**config.mk**
```make
export PLATFORM = sky130hd
export DESIGN_NAME = fio_overlay
export DESIGN_NICKNAME = d
export VERILOG_FILES = /design/src/pkg/fio_pkg.sv /design/src/logic/fio_force_mux.sv /design/src/logic/fio_force_store.sv /design/src/logic/fio_overlay.sv
export SDC_FILE = /design/constraint.sdc
export NUM_CORES = 1
export LEC_CHECK = 0
export BUFFER_PORTS_ARGS = -buffer_cell sky130_fd_sc_hd__buf_4
export CAP_MARGIN = 0
export CORE_ASPECT_RATIO = 0.7
export CORE_MARGIN = 10
export CORE_UTILIZATION = 57
export DETAILED_ROUTE_END_ITERATION = 10
export PLACE_DENSITY = 0.94
export SETUP_SLACK_MARGIN = 0.02
export SYNTH_ARGS = -nofsm -noshare
export SYNTH_HDL_FRONTEND = slang
export SYNTH_SLANG_ARGS = --single-unit
export TNS_END_PERCENT = 10
```
**constraint.sdc**
```tcl
create_clock -name clock -period 4.5 [get_ports clock]
set_input_delay 0.675 -clock clock [delete_from_list [all_inputs] [get_ports clock]]
set_output_delay 0.675 -clock clock [all_outputs]
set_load 0.01 [all_outputs]
```
**src/pkg/fio_pkg.sv**
```systemverilog
package fio_pkg;
    // Point count per local image word, default word width
    localparam int POINTS = 16;
    // Reset value of stored force settings
    localparam logic [15:0] FORCE_RST = 16'h0000;
    // Command codes on the settings port
    typedef enum logic [1:0] {
        FIO_CMD_NONE,
        FIO_CMD_SET,
        FIO_CMD_CLR_ALL
    } fio_cmd_t;
    // One point's force setting
    typedef struct packed {
        logic flag;
        logic data;
    } fio_force_t;
    // Settings command bundle
    typedef struct packed {
        fio_cmd_t cmd;
        logic [7:0] point;
        fio_force_t setting;
    } fio_setreq_t;
endpackage : fio_pkg
```
**src/logic/fio_force_mux.sv**
```systemverilog
`timescale 1ns/10ps
module fio_force_mux #(
    parameter int WIDTH = fio_pkg::POINTS
) (
    // Raw value and force state
    input wire logic [WIDTH-1:0] rawVal,
    input wire logic [WIDTH-1:0] flags,
    input wire logic [WIDTH-1:0] datas,
    input wire logic enable,
    // Substituted value
    output logic [WIDTH-1:0] outVal
);
    // Refuse an empty word
    if (WIDTH < 1) begin : g_width_bad
        $error("fio_force_mux: WIDTH must be at least one");
    end

    // Forced points take force data, others pass through
    always_comb begin
        outVal = enable ? ((rawVal & ~flags) | (datas & flags)) : rawVal;
    end
endmodule : fio_force_mux

```
**src/logic/fio_force_store.sv**
```systemverilog
`timescale 1ns/10ps
module fio_force_store #(
    parameter int WIDTH = fio_pkg::POINTS
) (
    // Clock and reset
    input wire logic clock,
    input wire logic sys_rst,
    // Settings command
    input wire fio_pkg::fio_setreq_t req,
    // Stored settings
    output logic [WIDTH-1:0] flags_q,
    output logic [WIDTH-1:0] data_q
);
    // Points the command field can address
    localparam int POINT_SPAN = 1 << $bits(req.point);
    // Index bits this word width needs
    localparam int IDX_W = (WIDTH > 1) ? $clog2(WIDTH) : 1;

    // Refuse widths the point field cannot reach
    if (WIDTH < 1 || WIDTH > POINT_SPAN) begin : g_width_bad
        $error("fio_force_store: WIDTH outside the addressable point range");
    end

    logic hit;
    logic [IDX_W-1:0] idx;

    // Only points inside the word are written
    assign hit = (int'(req.point) < WIDTH);
    assign idx = req.point[IDX_W-1:0];

    // Force flag and data storage, cleared by overall reset or the clear-all command
    always_ff @(posedge clock or posedge sys_rst) begin
        if (sys_rst) begin
            flags_q <= WIDTH'(fio_pkg::FORCE_RST);
            data_q <= WIDTH'(fio_pkg::FORCE_RST);
        end else if (req.cmd == fio_pkg::FIO_CMD_CLR_ALL) begin
            flags_q <= '0;
            data_q <= '0;
        end else if (req.cmd == fio_pkg::FIO_CMD_SET && hit) begin
            flags_q[idx] <= req.setting.flag;
            data_q[idx] <= req.setting.data;
        end
    end
endmodule : fio_force_store

```
**src/logic/fio_overlay.sv**
```systemverilog
`timescale 1ns/10ps
// How it works
// - Input refresh writes forced values in place of module input.
// - Output refresh after the scan sends forced values to output modules.
// - Output image is never changed by forcing.
// - Flag plus data one forces 1; flag alone forces 0.
// - Separate input and output global enables gate all forcing.
// - Settings survive everything except overall reset and the clear-all command.
// - Overall reset clears every force flag and data bit.
// - Forced inputs apply even with no module present.
// - Indicator lights when any force flag is set and either enable is high.
// - Remote points bypass forcing entirely.
// - Refresh mode transfers all inputs at once before the scan and all outputs after it.
// - Immediate refresh transfers at once and overrides forcing.
// - Immediate access only for digital modules.
module fio_overlay #(
    parameter int WIDTH = fio_pkg::POINTS
) (
    // Clock and overall reset
    input wire logic clock,
    input wire logic sys_rst,
    // Force settings
    input wire fio_pkg::fio_setreq_t setReq,
    input wire logic inForceEn,
    input wire logic outForceEn,
    // Scan control
    input wire logic inRefresh,
    input wire logic outRefresh,
    input wire logic pointRemote,
    input wire logic modulePresent,
    input wire logic moduleDigital,
    // Immediate refresh instruction
    input wire logic immediate_io_refresh_instr,
    input wire logic immIsOutput,
    // Module side
    input wire logic [WIDTH-1:0] moduleIn,
    output logic [WIDTH-1:0] moduleOut,
    output logic moduleOutStrobe,
    // Image side
    input wire logic [WIDTH-1:0] outImage,
    output logic [WIDTH-1:0] inImage,
    // Status
    output logic force_active_indicator,
    output logic immRejected
);
    // Points the settings command can address
    localparam int POINT_SPAN = 1 << $bits(setReq.point);

    // Refuse widths the point field cannot reach
    if (WIDTH < 1 || WIDTH > POINT_SPAN) begin : g_width_bad
        $error("fio_overlay: WIDTH outside the addressable point range");
    end

    // Forcing is live only with its enable and a local word
    function automatic logic forceLive(input logic enable, input logic remote);
        return enable && !remote;
    endfunction : forceLive

    // Immediate transfer in one direction, digital modules only
    function automatic logic immGoes(input logic instr, input logic digital, input logic isOut, input logic wantOut);
        return instr && digital && (isOut == wantOut);
    endfunction : immGoes

    // Stored force settings
    logic [WIDTH-1:0] flags;
    logic [WIDTH-1:0] datas;
    // Raw and substituted words
    logic [WIDTH-1:0] inRaw;
    logic [WIDTH-1:0] inSub;
    logic [WIDTH-1:0] outSub;
    // Force gates per direction
    logic inForceLive;
    logic outForceLive;
    // Transfer decodes
    logic immInGo;
    logic immOutGo;
    logic immBad;
    logic outLoad;
    // Indicator terms
    logic anyFlag;
    logic anyEnable;
    // Registered outputs
    logic [WIDTH-1:0] inImage_q;
    logic [WIDTH-1:0] moduleOut_q;
    logic strobe_q;
    logic rej_q;

    // Settings store, cleared by overall reset or the clear-all command
    fio_force_store #(
        .WIDTH(WIDTH)
    ) store (
        .clock(clock),
        .sys_rst(sys_rst),
        .req(setReq),
        .flags_q(flags),
        .data_q(datas)
    );

    // Absent module reads as zero but forcing still applies
    assign inRaw = modulePresent ? moduleIn : '0;

    // Remote words bypass forcing in both directions
    assign inForceLive = forceLive(inForceEn, pointRemote);
    assign outForceLive = forceLive(outForceEn, pointRemote);

    // Input substitution ahead of the image
    fio_force_mux #(
        .WIDTH(WIDTH)
    ) inMux (
        .rawVal(inRaw),
        .flags(flags),
        .datas(datas),
        .enable(inForceLive),
        .outVal(inSub)
    );

    // Output substitution on the way to the modules
    fio_force_mux #(
        .WIDTH(WIDTH)
    ) outMux (
        .rawVal(outImage),
        .flags(flags),
        .datas(datas),
        .enable(outForceLive),
        .outVal(outSub)
    );

    // Immediate transfers by direction; other modules refused
    assign immInGo = immGoes(immediate_io_refresh_instr, moduleDigital, immIsOutput, 1'b0);
    assign immOutGo = immGoes(immediate_io_refresh_instr, moduleDigital, immIsOutput, 1'b1);
    assign immBad = immediate_io_refresh_instr && !moduleDigital;
    assign outLoad = immOutGo || outRefresh;

    // Input image: immediate reads raw, refresh reads substituted
    always_ff @(posedge clock or posedge sys_rst) begin
        if (sys_rst) begin
            inImage_q <= '0;
        end else if (immInGo) begin
            inImage_q <= inRaw;
        end else if (inRefresh) begin
            inImage_q <= inSub;
        end
    end

    // Output data: image only read, forced copy sent on refresh, plain image on immediate
    always_ff @(posedge clock or posedge sys_rst) begin
        if (sys_rst) begin
            moduleOut_q <= '0;
        end else if (immOutGo) begin
            moduleOut_q <= outImage;
        end else if (outRefresh) begin
            moduleOut_q <= outSub;
        end
    end

    // One strobe per word sent to the output modules
    always_ff @(posedge clock or posedge sys_rst) begin
        if (sys_rst) begin
            strobe_q <= 1'b0;
        end else begin
            strobe_q <= outLoad;
        end
    end

    // Refusal pulse for immediate access on other modules
    always_ff @(posedge clock or posedge sys_rst) begin
        if (sys_rst) begin
            rej_q <= 1'b0;
        end else begin
            rej_q <= immBad;
        end
    end

    // Indicator: any stored flag while either enable is high
    assign anyFlag = |flags;
    assign anyEnable = inForceEn || outForceEn;
    assign force_active_indicator = anyFlag && anyEnable;

    // Registered data to the ports
    assign inImage = inImage_q;
    assign moduleOut = moduleOut_q;
    assign moduleOutStrobe = strobe_q;
    assign immRejected = rej_q;
endmodule : fio_overlay

```
==> results of run 1 <==
power groups by stage:
stage | clock (W) | sequential [W] | combinational (W)
final | 0.000416 | 0.000645 | 0.000215
after global routing | 0.000451 | 0.000647 | 0.000234
after CTS | 0.000418 | 0.000644 | 0.000215
after detailed placement | 0 | 0.000655 | 0.000214
after global placement | 0 | 0.000653 | 0.000207
after floorplan | 0 | 0.000666 | 0.0000878
state kept, by name, summed over array words and instances (netlist names):
register / cells
store.data_q: 16
store.flags_q: 16
moduleOutStrobe: 1
inImage: 16
moduleOut: 16
immRejected: 1
per-stage QoR:
stage | total power, W | utilization
final | 0.001276 | 0.7289
after CTS | 0.001277 | 0.7289
after global placement | 0.0008602 | 0.7013
after global routing | 0.001332 | 0.7289
after detailed placement | 0.0008697 | 0.7013
after floorplan | 0.0007540 | -
layout make-up:
class | instances | area [sq um]
Tap cell | 75 | 93.84
Fill cell | 400 | 1560
Clock buffer | 9 | 123.9
Sequential cell | 66 | 1652
Timing Repair Buffer | 90 | 675.6
Inverter | 17 | 63.81
Clock inverter | 6 | 35.03
Multi-Input combinational cell | 237 | 1551
layout by cell type (no fill, tap or decap), types with 2 or more instances in the layout:
cell | netlist | routed
nor2b_1 | 5 | 5
nand3_1 | 13 | 13
clkbuf_8 | 0 | 9
buf_4 | 1 | 90
mux2i_1 | 32 | 32
nor2_1 | 18 | 18
nor4b_2 | 2 | 2
nor4_1 | 4 | 4
nand2_1 | 35 | 35
nand4_1 | 36 | 36
o31ai_1 | 16 | 16
nor3_1 | 16 | 16
a31o_2 | 2 | 2
inv_1 | 17 | 16
clkinvlp_4 | 0 | 2
o311ai_0 | 15 | 15
a31oi_1 | 32 | 32
dfrtp_1 | 66 | 66
clkinv_2 | 0 | 4
nand2b_1 | 3 | 3
cells by family after synthesis:
group	after synthesis
buffers and inverters	46
flip-flops	66
multiplexers	32
AO/OA/AOI/OAI	66
AND/OR/NAND/NOR	139
how the worst max path moves through the flow:
stage	to	slack [ps]
finish	store.flags_q[14]	2180
global route	store.flags_q[0]	1930
CTS	store.flags_q[14]	2210
detailed placement	store.flags_q[14]	1840
global placement	store.flags_q[10]	1990
floorplan	immRejected	2170
layer usage:
layer,GRT usage,vias to the layer above,part of all wire,wire [um]
li1,-,1457,-,-
met1,0.2963,1552,0.41,4347
met2,0.3155,293,0.43,4548
met3,0.08244,22,0.14,1511
met4,0.06092,0,0.015,157
met5,0,-,0,0
==> results.json, run 1 <==
{
  "hpwl_um": 7979,
  "vias": 3324,
  "ant_nets": 0,
  "start_kind": "input port",
  "grt_overflow": 0,
  "die_x_um": 112.4,
  "crit_path_top_delay_cell": "or2b_1",
  "post_dp_cell_area_sq_mm": 0.004036,
  "swShare": 0.2841,
  "hold_ws_ps": 374.7,
  "drtIter0Drc": 345,
  "clock_sinks": 66,
  "worstMarginPinSlew_ps": 1107,
  "rsz0062_at_grt": "no",
  "yosys.area.top_type": "dfrtp_1",
  "pwr-share-seq": 0.505,
  "avgSynthCellArea_sq_um": 9.751,
  "core-area_sq_mm": 0.005756,
  "fin_crit_sh": 0.5150,
  "synth_edf_count": 0,
  "drc_errors": 0,
  "crit_start": "setReq[11]",
  "critical_path_class": "input port to register",
  "clk_pin_slew_ps": 80,
  "place.gp.congestion": 0.8902,
  "hold_viol": 0,
  "slew_headroom": 0.2605,
  "power.density_mw_per_mm2": 304.2,
  "yosys.area_share.simple": 0.2213,
  "maxCapViolCount": 0,
  "synth_seq_area_share": 0.4853,
  "synth_ff_type": "dfrtp_1",
  "cts_resized": 0,
  "cp_cell_sequence": "buf_4 -> or2b_1 -> nand2_1 -> mux2i_1",
  "grt_pass1_wl_um": 16900,
  "n_antenna_cell": 0,
  "dieArea_sq_mm": 0.009511,
  "yosysUniqueCellTypes": 30,
  "htreeDepth": 3,
  "tritoncts": "yes",
  "syn-num-nets": 404,
  "dp.cells": 485,
  "grt_max_degree": 44,
  "synthTopCellsByCount": "dfrtp_1, nand4_1, nand2_1",
  "initial_core_util": 0.5913,
  "skew_ps": 13.36,
  "dr.pass1.iters": 5,
  "reg2reg_slack_ps": 3240,
  "synth_xor_area_frac": 0,
  "irDropWorstVdd_mv": 0.1723,
  "fin_area_sq_mm": 0.004195,
  "postCtsSetupBuffers": 0,
  "hold_buffers": 0,
  "crit_required_ps": 4740,
  "finalSetupViolations": 0,
  "crit_path_end_kind": "register",
  "worstPathBufferInverterCount": 1,
  "synthesis.area_sq_mm": 0.003403,
  "viasPerCell": 6.648,
  "ys_seq_elements": 66,
  "antenna_found_initial": 0,
  "internal-power_w": 0.0009136,
  "drt-total-wl_um": 10570,
  "root_buffer": "clkbuf_8",
  "r2r-start": "store.flags_q[14]",
  "portBuffers": 89,
  "setup_ws_ps": 2182,
  "grtUsageTotal": 0.2177,
  "critPathMaxFanout": 34,
  "period_minus_slack_ps": 2318,
  "chipHeight_um": 84.65,
  "grt_pass1_vias": 3165,
  "yosys-top-cells-area": "dfrtp_1, mux2i_1, nand4_1",
  "insertion_delay_ps": 350,
  "post_drt_wl_per_cell_um": 21.13,
  "hold_path.class": "input port to asynchronous set/reset pin",
  "finalSetupTns_ps": 0,
  "status": "finished clean",
  "synthMuxAreaShare": 0.09412,
  "reg2regPathDepth": 3,
  "crit_path_max_incr_delay_ps": 840,
  "yosysWarnings": 0,
  "synth_top_family_by_area": "simple AND/OR/NAND/NOR gates",
  "nets": 476,
  "fmax_mhz": 431.5,
  "clockBufferDepth": 2,
  "pwr-share-comb": 0.169,
  "ys_async_sr_fraction": 1.000,
  "switchingPower_w": 0.0003626,
  "yosysTopAreaCellShare": 0.4853,
  "finalMaxSlewViolations": 0,
  "crit_family": "simple AND/OR/NAND/NOR gates",
  "synthCells": 349,
  "pre_cts_ws_ps": 1844,
  "crit_cells": 4,
  "synthAdderAreaFrac": 0,
  "arrival_ps": 2560,
  "clkPwrFrac": 0.326,
  "area_growth_pct": 23.27,
  "cts_buffers": 9,
  "final_cell_count_no_fill": 500,
  "synth_most_common_cell": "dfrtp_1",
  "p_leak_nw": 1.920,
  "worst_r2r_endpoint": "inImage[14]",
  "ioPinCount": 90,
  "rows": 23,
  "layout-drive-gt1-share": 0.2659,
  "synth-compound-area-share": 0.1404
}
(Power assumes the default switching activity.)
==> run 2, diff against run 1 <==
- ABC_AREA: not set -> 1
- CORE_UTILIZATION: 57 -> 49
- PLACE_DENSITY: 0.94 -> 0.86
- clock period: 4.5 -> 2.1 ns (I/O delays scaled with it)
==> results.json, run 2 <==
{
  "power.density_mw_per_mm2": 670.0,
  "hold_path.class": "input port to register",
  "dieArea_sq_mm": 0.01168,
  "r2r-start": "store.flags_q[11]",
  "reg2regPathDepth": 7,
  "worst_r2r_endpoint": "inImage[11]",
  "rows": 26,
  "finalMaxSlewViolations": 0,
  "finalSetupTns_ps": 0,
  "die_x_um": 124.9,
  "yosys-top-cells-area": "dfrtp_1, nand2_1, nand3_1",
  "ys_async_sr_fraction": 1.000,
  "place.gp.congestion": 0.9271,
  "yosysTopAreaCellShare": 0.4372,
  "synthesis.area_sq_mm": 0.003777,
  "insertion_delay_ps": 350,
  "post_dp_cell_area_sq_mm": 0.004487,
  "synth_ff_type": "dfrtp_1",
  "ioPinCount": 90,
  "crit_required_ps": 1780,
  "arrival_ps": 1490,
  "crit_start": "store.flags_q[14]",
  "grt_pass1_vias": 3972,
  "critPathMaxFanout": 6,
  "crit_path_top_delay_cell": "dfrtp_1",
  "viasPerCell": 5.435,
  "grtUsageTotal": 0.2000,
  "finalSetupViolations": 0,
  "ant_nets": 0,
  "reg2reg_slack_ps": 1000,
  "crit_path_max_incr_delay_ps": 480,
  "crit_path_end_kind": "primary output",
  "avgSynthCellArea_sq_um": 6.806,
  "grt_overflow": 0,
  "worstMarginPinSlew_ps": 990.3,
  "n_antenna_cell": 0,
  "synth_most_common_cell": "nand2_1",
  "cts_buffers": 9,
  "antenna_found_initial": 0,
  "yosys.area.top_type": "dfrtp_1",
  "synthCells": 555,
  "portBuffers": 89,
  "irDropWorstVdd_mv": 0.3897,
  "crit_top_cell": "nor2_1",
  "yosysWarnings": 0,
  "synth_edf_count": 0,
  "final_common_cell": "nand2_1",
  "hold_viol": 0,
  "yosysUniqueCellTypes": 16,
  "p_leak_nw": 2.613,
  "fmax_mhz": 554.2,
  "initial_core_util": 0.5115,
  "area_growth_pct": 25.64,
  "dr.pass1.iters": 6,
  "synth_seq_area_share": 0.4372,
  "drtIter0Drc": 525,
  "crit_family": "flip-flops",
  "status": "finished clean",
  "grt_pass1_wl_um": 19610,
  "ys_seq_elements": 66,
  "clk_pin_slew_ps": 80,
  "syn-num-nets": 610,
  "htreeDepth": 3,
  "nets": 692,
  "synthTopCellsByCount": "nand2_1, nand3_1, inv_1",
  "maxCapViolCount": 0,
  "slew_headroom": 0.3391,
  "fin_crit_sh": 0.8592,
  "grt_max_degree": 49,
  "cp_cell_sequence": "nor2_1 -> nand3_1 -> nor2_1 -> a21oi_1 -> buf_4",
  "core-area_sq_mm": 0.007385,
  "worstPathBufferInverterCount": 1,
  "start_kind": "register",
  "rsz0062_at_grt": "no",
  "post_drt_wl_per_cell_um": 15.77,
  "period_minus_slack_ps": 1804,
  "fin_area_sq_mm": 0.004746,
  "crit_cells": 5,
  "clock_sinks": 66,
  "skew_ps": 9.486,
  "clockBufferDepth": 2,
  "vias": 4022,
  "chipHeight_um": 93.46,
  "layout-drive-gt1-share": 0.1900,
  "drc_errors": 0,
  "tritoncts": "yes",
  "crit_end": "force_active_indicator",
  "drt-total-wl_um": 11670,
  "final_cell_mix": "nand2_1, nand3_1, buf_4",
  "root_buffer": "clkbuf_8",
  "postCtsSetupBuffers": 0,
  "hpwl_um": 8630,
  "critical_path_class": "register to primary output"
}
-- run 2: what timing repair did --
action / 4_1_cts / 5_1_grt
hold buffers: 1 / 0
gates resized for setup: 0 / 0
setup endpoints to repair: 0 / 0
endpoints found under the hold margin: 18 / 0
-- run 2: worst register-to-register path, cell delays in order (launching register included) --
cell and delay (ps):
dfrtp_1 440, inv_1 100, nor2_1 170, nand2_1 80, nand2_1 60, nand2_1 40
nand2_1 50, nand2_1 60
-- run 2: logic make-up (layout without fill, tap and decap cells) --
| group | Yosys count | in the layout | synth area share |
|---|---|---|---|
| buffers and inverters | 95 | 182 | 0.1073 |
| DFF | 66 | 66 | 0.4372 |
| AOI/OAI and AO/OA | 1 | 1 | 0.001324 |
| and+or+nand+nor | 393 | 393 | 0.4541 |
-- run 2: worst min path at each step --
stage                   from     endpoint  slack [ps]  cells after the start
2_1_floorplan  moduleDigital  immRejected         380                      1
3_3_place_gp         sys_rst  immRejected         350                      2
3_5_place_dp         sys_rst  immRejected         360                      2
4_1_cts        moduleDigital  immRejected         120                      2
5_1_grt        moduleDigital  immRejected         130                      2
6_report       moduleDigital  immRejected         130                      2
-- run 2: metal layers --
| layer | GRT usage | wire length [um] | up-vias |
|---|---|---|---|
| met5 | 0 | 0 | - |
| met4 | 0.06214 | 146 | 0 |
| met3 | 0.05358 | 1149 | 17 |
| met2 | 0.3183 | 5267 | 222 |
| met1 | 0.2618 | 5102 | 1856 |
| li1 | - | - | 1927 |
-- run 2: through the flow --
stage               total power (W)  utilization  hold slack, ps  setup WS (ps)  instances
finish                     0.003180       0.6427           132.0          295.7        740
global route               0.003303       0.6427           127.9          220.6        740
CTS                        0.003188       0.6427           123.4          299.0        740
detailed placement         0.001861       0.6076           358.4          455.9        723
global placement           0.001846       0.6076           347.9          600.9        723
floorplan                  0.001622            -           380.2          130.2        555
-- run 2: report_power, final --
group | internal, W | switching [W] | total, W
registers | 0.00133 | 0.0000374 | 0.00137
logic | 0.000203 | 0.000271 | 0.000474
clock network | 0.000801 | 0.000538 | 0.00134
total | 0.00233 | 0.000846 | 0.00318
-- run 2: final cells by class --
cell class | instances | area, sq um
tap | 98 | 122.6
fill | 620 | 2639
multi-input combinational | 394 | 1720
clock buffer | 9 | 123.9
clock inverter | 7 | 125.1
inverter | 69 | 259.0
timing repair buffer | 97 | 743.2
sequential | 66 | 1652
==> run 3, diff against run 2 <==
- GPL_TIMING_DRIVEN: not set -> 0
- PLACE_DENSITY: 0.86 -> 0.77
==> results.json, run 3 (same netlist as run 2, synthesis figures left out) <==
{
  "status": "finished clean",
  "place.gp.congestion": 1.000,
  "power.density_mw_per_mm2": 640.2,
  "nets": 711,
  "viasPerCell": 5.427,
  "crit_path_max_incr_delay_ps": 490,
  "grt_pass1_wl_um": 20020,
  "arrival_ps": 1470,
  "root_buffer": "clkbuf_8",
  "critical_path_class": "register to primary output",
  "initial_core_util": 0.5115,
  "dr.pass1.iters": 6,
  "clk_pin_slew_ps": 70,
  "cp_cell_sequence": "nor2_1 -> nand3_1 -> nor2_1 -> a21oi_1 -> buf_4",
  "maxCapViolCount": 0,
  "vias": 4119,
  "period_minus_slack_ps": 1787,
  "crit_path_top_delay_cell": "dfrtp_1",
  "worstPathBufferInverterCount": 1,
  "grt_overflow": 0,
  "min_delay_worst_endpoint": "immRejected",
  "grt_pass1_vias": 3830,
  "dp.cells": 742,
  "hpwl_um": 9459,
  "postCtsSetupBuffers": 0,
  "pre_cts_ws_ps": 723.2,
  "htreeDepth": 3,
  "setup_ws_ps": 312.6,
  "r2r-start": "store.flags_q[12]",
  "dieArea_sq_mm": 0.01168,
  "reg2regPathDepth": 7,
  "antenna_found_initial": 0,
  "min_from": "moduleDigital",
  "crit_top_cell": "nor2_1",
  "irDropWorstVdd_mv": 0.5611,
  "n_antenna_cell": 0,
  "grt_max_degree": 45,
  "tritoncts": "yes",
  "cts_buffers": 9,
  "area_growth_pct": 27.56,
  "critPathMaxFanout": 6,
  "crit_start": "store.flags_q[14]",
  "worstMarginPinSlew_ps": 491.4,
  "die_x_um": 124.9,
  "hold_path.class": "input port to register",
  "ant_nets": 0,
  "finalSetupViolations": 0,
  "final_cell_mix": "nand2_1, nand3_1, buf_4",
  "drtIter0Drc": 601,
  "crit_path_end_kind": "primary output",
  "post_drt_wl_per_cell_um": 16.08,
  "fin_crit_sh": 0.8511,
  "clock_sinks": 66,
  "postLayoutCoreUtil": 0.6525,
  "reg2reg_slack_ps": 1010,
  "final_cell_count_no_fill": 759,
  "crit_family": "flip-flops",
  "chipHeight_um": 93.46,
  "slew_headroom": 0.6719,
  "clockBufferDepth": 2,
  "layout-drive-gt1-share": 0.2133,
  "skew_ps": 9.528,
  "final_common_cell": "nand2_1",
  "rsz0062_at_grt": "no",
  "portBuffers": 88,
  "insertion_delay_ps": 360,
  "fin_area_sq_mm": 0.004818,
  "rows": 26,
  "worst_r2r_endpoint": "inImage[12]",
  "p_leak_nw": 2.675,
  "drc_errors": 0,
  "crit_required_ps": 1780,
  "ioPinCount": 90,
  "drt-total-wl_um": 12200,
  "core-area_sq_mm": 0.007385,
  "start_kind": "register",
  "post_dp_cell_area_sq_mm": 0.004581,
  "hold_viol": 0,
  "fmax_mhz": 559.5,
  "grtUsageTotal": 0.2098,
  "finalMaxSlewViolations": 0,
  "holdPathStages": 2
}
run 3: what timing repair did:
item	4_1_cts	5_1_grt
hold endpoints to repair	22	0
setup endpoints to repair	0	0
resized for setup	0	0
hold buffers	1	0
run 3: area by class of cell:
| class | count | area (sq um) |
|---|---|---|
| fill | 658 | 2566 |
| buffer | 26 | 146.4 |
| timing repair buffer | 90 | 690.7 |
| clock buffer | 10 | 137.6 |
| sequential | 66 | 1652 |
| tap | 98 | 122.6 |
| inverter | 69 | 259.0 |
| multi-input combinational | 394 | 1720 |
| clock inverter | 6 | 90.09 |
run 3: how the worst max path moves through the flow:
stage                        endpoint  slack (ps)  cells after the start
2_1_floorplan             immRejected         130                      1
3_3_place_gp         store.data_q[11]        -600                      2
3_5_place_dp   force_active_indicator         720                      5
4_1_cts        force_active_indicator         330                      5
5_1_grt        force_active_indicator         270                      5
6_report       force_active_indicator         310                      5
run 3: worst reg2reg max path, cell delays in order, from the launching register on:
cell     delay (ps)
dfrtp_1         440
inv_1           120
nor2_1          150
nand2_1          70
nand2_1          60
nand2_1          50
nand2_1          60
nand2_1          50
run 3: routing by layer:
| layer | track usage | part of all wire | routed length, um | vias up |
|---|---|---|---|---|
| li1 | - | - | - | 1967 |
| met1 | 0.2981 | 0.47 | 5717 | 1891 |
| met2 | 0.3017 | 0.41 | 5023 | 236 |
| met3 | 0.06486 | 0.10 | 1280 | 25 |
| met4 | 0.05449 | 0.015 | 181 | 0 |
| met5 | 0 | 0 | 0 | - |
run 3: per-stage QoR:
step                      total power [W]  setup TNS (ps)  hold WS (ps)
after floorplan                  0.001622               0         380.2
after global placement           0.001861          -39560         467.8
after detailed placement         0.001878               0         369.9
after CTS                        0.003104               0         128.1
after global routing             0.003222               0         134.1
final                            0.003085               0         140.3
run 3: power by group:
part / total [W] / internal [W] / switching [W] / leakage, nW
Clock: 0.00123 / 0.000702 / 0.000526 / 0.112
Sequential: 0.00137 / 0.00133 / 0.0000369 / 0.873
Combinational: 0.000489 / 0.000213 / 0.000277 / 1.69
